--- config.mk ---
export PLATFORM = sky130hd
export DESIGN_NAME = csmc_suspend_ctrl
export DESIGN_NICKNAME = d
export VERILOG_FILES = /design/src/shared/csmc_pkg.sv /design/src/hw/csmc_suspend_ctrl.sv
export SDC_FILE = /design/constraint.sdc
export NUM_CORES = 1
export LEC_CHECK = 0
export ABC_AREA = 1
export BUFFER_PORTS_ARGS = -buffer_cell sky130_fd_sc_hd__buf_4
export CAP_MARGIN = 20
export CORE_MARGIN = 4
export CORE_UTILIZATION = 35
export DETAILED_ROUTE_END_ITERATION = 10
export GPL_TIMING_DRIVEN = 1
export PLACE_DENSITY = 0.68
export SYNTH_ARGS = -nofsm -noshare
export SYNTH_HDL_FRONTEND = slang
export SYNTH_SLANG_ARGS = --single-unit
--- constraint.sdc ---
create_clock -name clk_i -period 1.4 [get_ports clk_i]
set_input_delay 0.14 -clock clk_i [delete_from_list [all_inputs] [get_ports clk_i]]
set_output_delay 0.14 -clock clk_i [all_outputs]
set_load 0.01 [all_outputs]
--- src/shared/csmc_pkg.sv ---
package csmc_pkg;

    typedef enum logic [0:0]
    {
        CSMC_RUN = 1'h0,
        CSMC_SUSPEND = 1'h1
    } csmc_state_t;

    // Source feeding the CPU at the moment of entry
    typedef enum logic [2:0]
    {
        CSMC_SRC_FAST_OSC = 3'h0,
        CSMC_SRC_CRYSTAL_MAIN = 3'h1,
        CSMC_SRC_EXT_MAIN = 3'h2,
        CSMC_SRC_CRYSTAL_SUB = 3'h3,
        CSMC_SRC_EXT_SUB = 3'h4
    } csmc_src_t;

    // On-chip oscillators this block enables
    typedef struct packed
    {
        logic internal_fast_osc;
        logic crystal_main_clock;
        logic crystal_sub_clock;
        logic internal_slow_osc_clock;
    } csmc_osc_t;

    // Peripheral clock enables that stay on in suspend
    typedef struct packed
    {
        logic timers;
        logic serial;
        logic converter;
        logic bus_ctrl;
        logic multiplier;
        logic monitors;
        logic ext_irq;
    } csmc_periph_t;

    localparam csmc_osc_t CSMC_OSC_NONE = csmc_osc_t'(4'h0);
    localparam csmc_osc_t CSMC_OSC_FAST = csmc_osc_t'(4'h8);
    localparam csmc_osc_t CSMC_OSC_XMAIN = csmc_osc_t'(4'h4);
    localparam csmc_osc_t CSMC_OSC_XSUB = csmc_osc_t'(4'h2);
    localparam csmc_osc_t CSMC_OSC_RESET = csmc_osc_t'(4'h9);
    localparam csmc_periph_t CSMC_PERIPH_ALL = csmc_periph_t'(7'h7f);
    localparam csmc_src_t CSMC_SRC_RESET = CSMC_SRC_FAST_OSC;

endpackage : csmc_pkg

--- src/hw/csmc_suspend_ctrl.sv ---
// What this block does
// - Suspend is entered only by the CPU executing the suspend instruction, never by a write.
// - Entry is accepted whichever clock source drives the CPU, main, internal fast or sub.
// - While suspended the CPU clock is gated off for every source.
// - The oscillator feeding the CPU at entry keeps running and cannot be stopped while suspended.
// - Other oscillators keep their pre-entry state, and RAM and port latches are not written.
// - The watchdog clock runs in suspend unless the option lets the slow oscillator be stopped.
`timescale 1ns/1ps

module csmc_suspend_ctrl
(
    input wire logic clk_i,
    input wire logic rst_i,
    input wire logic suspend_instr_i,
    input wire logic wake_i,
    input wire csmc_pkg::csmc_src_t cpu_src_i,
    input wire csmc_pkg::csmc_osc_t osc_req_i,
    input wire logic slow_osc_stoppable_i,
    output logic suspended_o,
    output logic cpu_clk_en_o,
    output csmc_pkg::csmc_osc_t osc_en_o,
    output logic wdt_clk_en_o,
    output logic flash_en_o,
    output csmc_pkg::csmc_periph_t periph_en_o,
    output logic ram_wr_en_o,
    output logic port_wr_en_o
);
    import csmc_pkg::*;

    csmc_state_t state_reg;
    csmc_state_t state_next;
    csmc_src_t src_reg;
    logic opt_reg;
    logic opt_taken_reg;
    logic opt_now;
    csmc_osc_t osc_next;

    // Oscillator that must stay on for a given CPU source
    function automatic csmc_osc_t csmc_keep_mask(input csmc_src_t src);
        csmc_osc_t m;
        m = CSMC_OSC_NONE;
        case (src)
            CSMC_SRC_FAST_OSC: m = CSMC_OSC_FAST;
            CSMC_SRC_CRYSTAL_MAIN: m = CSMC_OSC_XMAIN;
            CSMC_SRC_CRYSTAL_SUB: m = CSMC_OSC_XSUB;
            default: m = CSMC_OSC_NONE; // External inputs run as the outside drives them
        endcase
        return m;
    endfunction : csmc_keep_mask

    always_comb
    begin
        state_next = state_reg;
        case (state_reg)
            CSMC_RUN:
            begin
                if (suspend_instr_i) // Instruction is the only entry path
                begin
                    state_next = CSMC_SUSPEND;
                end
            end
            CSMC_SUSPEND:
            begin
                if (wake_i)
                begin
                    state_next = CSMC_RUN;
                end
            end
            default: state_next = CSMC_RUN;
        endcase
    end

    always_ff @(posedge clk_i or posedge rst_i)
    begin
        if (rst_i)
        begin
            state_reg <= CSMC_RUN;
        end
        else
        begin
            state_reg <= state_next;
        end
    end

    // Source latched at entry
    always_ff @(posedge clk_i or posedge rst_i)
    begin
        if (rst_i)
        begin
            src_reg <= CSMC_SRC_RESET;
        end
        else if (state_reg == CSMC_RUN)
        begin
            src_reg <= cpu_src_i;
        end
    end

    // Option strap caught once after reset release
    always_ff @(posedge clk_i or posedge rst_i)
    begin
        if (rst_i)
        begin
            opt_reg <= 1'h0;
            opt_taken_reg <= 1'h0;
        end
        else if (!opt_taken_reg)
        begin
            opt_reg <= slow_osc_stoppable_i;
            opt_taken_reg <= 1'h1;
        end
    end

    // Strap straight from the pin until it is caught, so an early entry sees it
    assign opt_now = opt_taken_reg ? opt_reg : slow_osc_stoppable_i;

    always_comb
    begin
        osc_next = osc_en_o;
        if (state_reg == CSMC_RUN && state_next == CSMC_RUN)
        begin
            osc_next = osc_req_i | csmc_keep_mask(cpu_src_i);
        end
        else if (state_reg == CSMC_RUN)
        begin
            osc_next = osc_en_o | csmc_keep_mask(cpu_src_i);
        end
        else if (state_next == CSMC_SUSPEND)
        begin
            osc_next = osc_en_o; // Requests ignored while suspended
        end
        else
        begin
            osc_next = osc_req_i | csmc_keep_mask(cpu_src_i);
        end
    end

    always_ff @(posedge clk_i or posedge rst_i)
    begin
        if (rst_i)
        begin
            osc_en_o <= CSMC_OSC_RESET;
        end
        else
        begin
            osc_en_o <= osc_next;
        end
    end

    always_ff @(posedge clk_i or posedge rst_i)
    begin
        if (rst_i)
        begin
            suspended_o <= 1'h0;
            cpu_clk_en_o <= 1'h1;
            ram_wr_en_o <= 1'h1;
            port_wr_en_o <= 1'h1;
            flash_en_o <= 1'h1;
        end
        else
        begin
            suspended_o <= (state_next == CSMC_SUSPEND);
            cpu_clk_en_o <= (state_next == CSMC_RUN);
            ram_wr_en_o <= (state_next == CSMC_RUN);
            port_wr_en_o <= (state_next == CSMC_RUN);
            flash_en_o <= (state_next == CSMC_RUN);
        end
    end

    always_ff @(posedge clk_i or posedge rst_i)
    begin
        if (rst_i)
        begin
            wdt_clk_en_o <= 1'h1;
            periph_en_o <= CSMC_PERIPH_ALL;
        end
        else
        begin
            wdt_clk_en_o <= !(state_next == CSMC_SUSPEND && opt_now);
            periph_en_o <= CSMC_PERIPH_ALL;
        end
    end
endmodule : csmc_suspend_ctrl

Yosys cells after proc, flatten, opt, wreduce, memory -nomap -nowiden
Cells that the tools add are included.
- input port bits: 12
- register bits: 9
- output and inout port bits: 17
- bitwise gates (word level): 5
- reduce and logical (&&, ||, !) cells: 4
- equality and inequality tests: 3
- mux-type cells: 14
- operators by type and width (kind ; number):
    $mux W4 ; 9
    $or A4 B4 Y4 ; 3
    $pmux W4 S3 ; 1
    $eq A3 B1 Y1 const B ; 1
    $eq A3 B2 Y1 const B ; 1
    $logic_not A3 Y1 ; 1
    $mux W1 ; 3
    $ne A3 B2 Y1 const B ; 1
    $logic_and A1 B1 Y1 ; 2
    $not A1 Y1 ; 2
    $pmux W1 S2 ; 1
    $logic_not A1 Y1 ; 1

Longest topological paths before layout
- depth after elaboration: 9
- depth in mapped cells: 6

Least setup slack after synthesis
OpenSTA, ideal clock, no wires.
- path type: flip-flop to flip-flop
- start: register suspended_o (netlist name)
- end: register osc_en_o[1] (netlist name)
- setup time: 0.122 ns
- slack: 0.500 ns
- cell stages (with the launch flop): 5
- arrival: 0.779 ns
- cell sequence: dfrtp_1 nand2_2 nand2_4 nand2_1 nand3_2
- RTL lines (what ; RTL line ; text):
    end signal, assigned ; csmc_suspend_ctrl.sv:145 ; osc_en_o <= osc_next;
    end, declared ; csmc_suspend_ctrl.sv:21 ; output csmc_pkg::csmc_osc_t osc_en_o,

==> run_results.csv <==
group,metric,value,unit
finish,most-common-layout-cells,"buf_4, conb_1, nand2_1, nand3_1, dfrtp_1",
synthesis,synth.distinct_cells,14,
route,post-route-drc-count,0,
synthesis,netlist_area,462.9,µm²
route,dr_total_vias,349,
sta,layout_setup_ws,0.3296,ns
sta,tns,0,ns
die,initial_core_util,39.53,%
synthesis,syn_area_per_cell,9.448,µm²
power,p_leak,0.3452,nW
placement,pre_cts_slack,0.4761,ns
route,drt_iter0_drc,3,
sta,finClkSkew,0.004118,ns
clock_tree,cts-root-buf,"clkbuf_4",
placement,dp_hpwl,647.3,µm
clock_tree,numCtsBuffers,3,
global_route,grt_pass1_vias,308,
clock_tree,cts.path.max_buffers,2,
sta,max_freq,934.3,MHz
global_route,grtUsageMet1,11.34,%
clock_tree,cts.sinks,9,
setup_path,path_class,"reg2out",
global_route,antenna_found_initial,0,
global_route,grt.busiest_layer,"met2",
route,post_drt_wl_per_cell,9.360,µm
setup_path,cp_num_buf_inv,1,
global_route,grt_overflow_total,0,
power,p_total,0.7470,mW
clock_tree,cts.clk_slew.worst_paths,0.06,ns
setup_path,worstSetupStartpointType,"register",
sta,hold_violations,0,
die,die_width,44.37,µm
route,via_per_inst,4.058,
setup_path,worstPathArrival,0.93,ns
route,wl,805,µm
route,ant_nets,0,
sta,grt_setup_unrepaired,"false",
clock_tree,cts_tree,"done",
setup_path,cp_cell_sequence,"buf_4",
setup_path,critPathMaxStageDelay,0.55,ns
die,io_pins,29,
placement,portBuffers,21,
finish,largest_reg_flops,4,
synthesis,yosys-top-cells-area,"dfrtp_1, dfstp_2, buf_4, nand3_1, nand2_1",
clock_tree,clock_latency,0.26,ns
finish,top_register,"osc_en_o",
finish,nNetsFinal,85,
power,ir_drop,0.6009,mV
sta,fin_crit,1.070,ns
die,fp.coreArea,1171,µm²
route,dr.pass1.iters,2,
finish,final_common_cell,"buf_4",
synthesis,yosysSeqAreaShare,49.73,%
setup_path,crit_required,1.26,ns
sta,finalMaxSlewViolations,0,
finish,fill_cells,109,
synthesis,yosys_warnings,0,
die,num_rows,12,
finish,drive_above_1_share,51.39,%
sta,setup_viol,0,
job,max-cap-violations,0,
global_route,track_usage,9.596,%
global_route,use_met2,12.79,%
setup_path,critical-path-top-delay-family,"flip-flops",
die,die_area,1969,µm²
power,power_density,1192,nW/µm²
worst_hold_path,hold_path.class,"in2reg",
finish,area_delta_synth_final,35.41,%
setup_path,cp-end-kind,"primary output",
sta,fin_crit_sh,76.45,%
setup_path,critPathMaxFanout,4,
synthesis,synth-seq-cells,9,
global_route,grt_pass1_wl,1311,µm
setup_path,slowest_stage,"dfstp_2",
clock_tree,h-tree-depth,1,
status,status,"finished clean",
die,fp.dieH,44.37,µm
synthesis,yosys.area.top_type,"dfrtp_1",
synthesis,netlist_instances,49,
placement,gp_congestion,0.7649,
finish,n_antenna_cell,0,
global_route,grtUsageMet3,7.724,%
global_route,grt_max_degree,10,
synthesis,yosysTopAreaCellShare,27.03,%
-- where the power goes --
group	total (mW)	leakage [nW]	internal [mW]	switching, mW
clock	0.198	0.0177	0.105	0.0924
combinational	0.213	0.226	0.105	0.108
sequential	0.336	0.101	0.311	0.0247
total	0.747	0.345	0.522	0.225
-- routing by layer --
layer,up-vias,wire [µm]
li1,182,-
met1,144,352
met2,23,321
met3,0,131
met4,0,0
met5,-,0
-- cells by family (layout without fill, tap and decap cells) --
group | count (synthesis) | in the layout | synth area share [%]
compound gates | 1 | 1 | 1.080
other cells | 1 | 8 | 0.8100
flops | 9 | 9 | 49.73
buf+inv | 16 | 32 | 21.62
simple gates | 22 | 22 | 26.76
-- area by class of cell --
type                    instances  area (µm²)  area share, %
repair buffers                 22       167.7          26.75
inverters                       6       25.02          3.992
multi-input cells              31       158.9          25.35
well taps                      14       17.52          2.794
clock inverters                 1       5.005         0.7984
clock buffers                   3       22.52          3.593
flip-flops and latches          9       230.2          36.73
-- synthesized netlist by cell type --
master and n:
buf_4 10, conb_1 1, dfrtp_1 5, dfstp_2 4
inv_1 4, inv_2 1, inv_4 1, nand2_1 7
nand2_2 2, nand2_4 2, nand3_1 7, nand3_2 2
nor2_1 2, o21ai_0 1
-- worst paths after layout --
check	slack, ns	end	depth (start not counted)	start
worst max-delay path	0.33	cpu_clk_en_o	1	port_wr_en_o
worst min-delay path	0.08	osc_en_o[0]	3	osc_req_i[0]
worst max register to register	0.48	osc_en_o[2]	4	suspended_o
worst min register to register	0.48	osc_en_o[0]	2	osc_en_o[0]
max in group asynchronous	0.72	osc_en_o[0]	3	rst_i
min in group asynchronous	0.40	osc_en_o[1]	3	rst_i
-- metrics by stage --
step	instance area [µm²]	util (%)	hold slack [ns]	std cells
after floorplan	489.2	-	-0.03494	56
after global placement	589.3	50.32	0.1184	81
after detailed placement	589.3	50.32	0.1132	81
after CTS	626.9	53.53	0.07303	86
after global routing	626.9	53.53	0.07242	86
final	626.9	53.53	0.08316	86
-- timing repair --
item,4_1_cts,5_1_grt
hold buffers,1,0
endpoints found under the hold margin,5,0
buffers inserted,0,0
resized for setup,0,0
(Power assumes the default switching activity.)
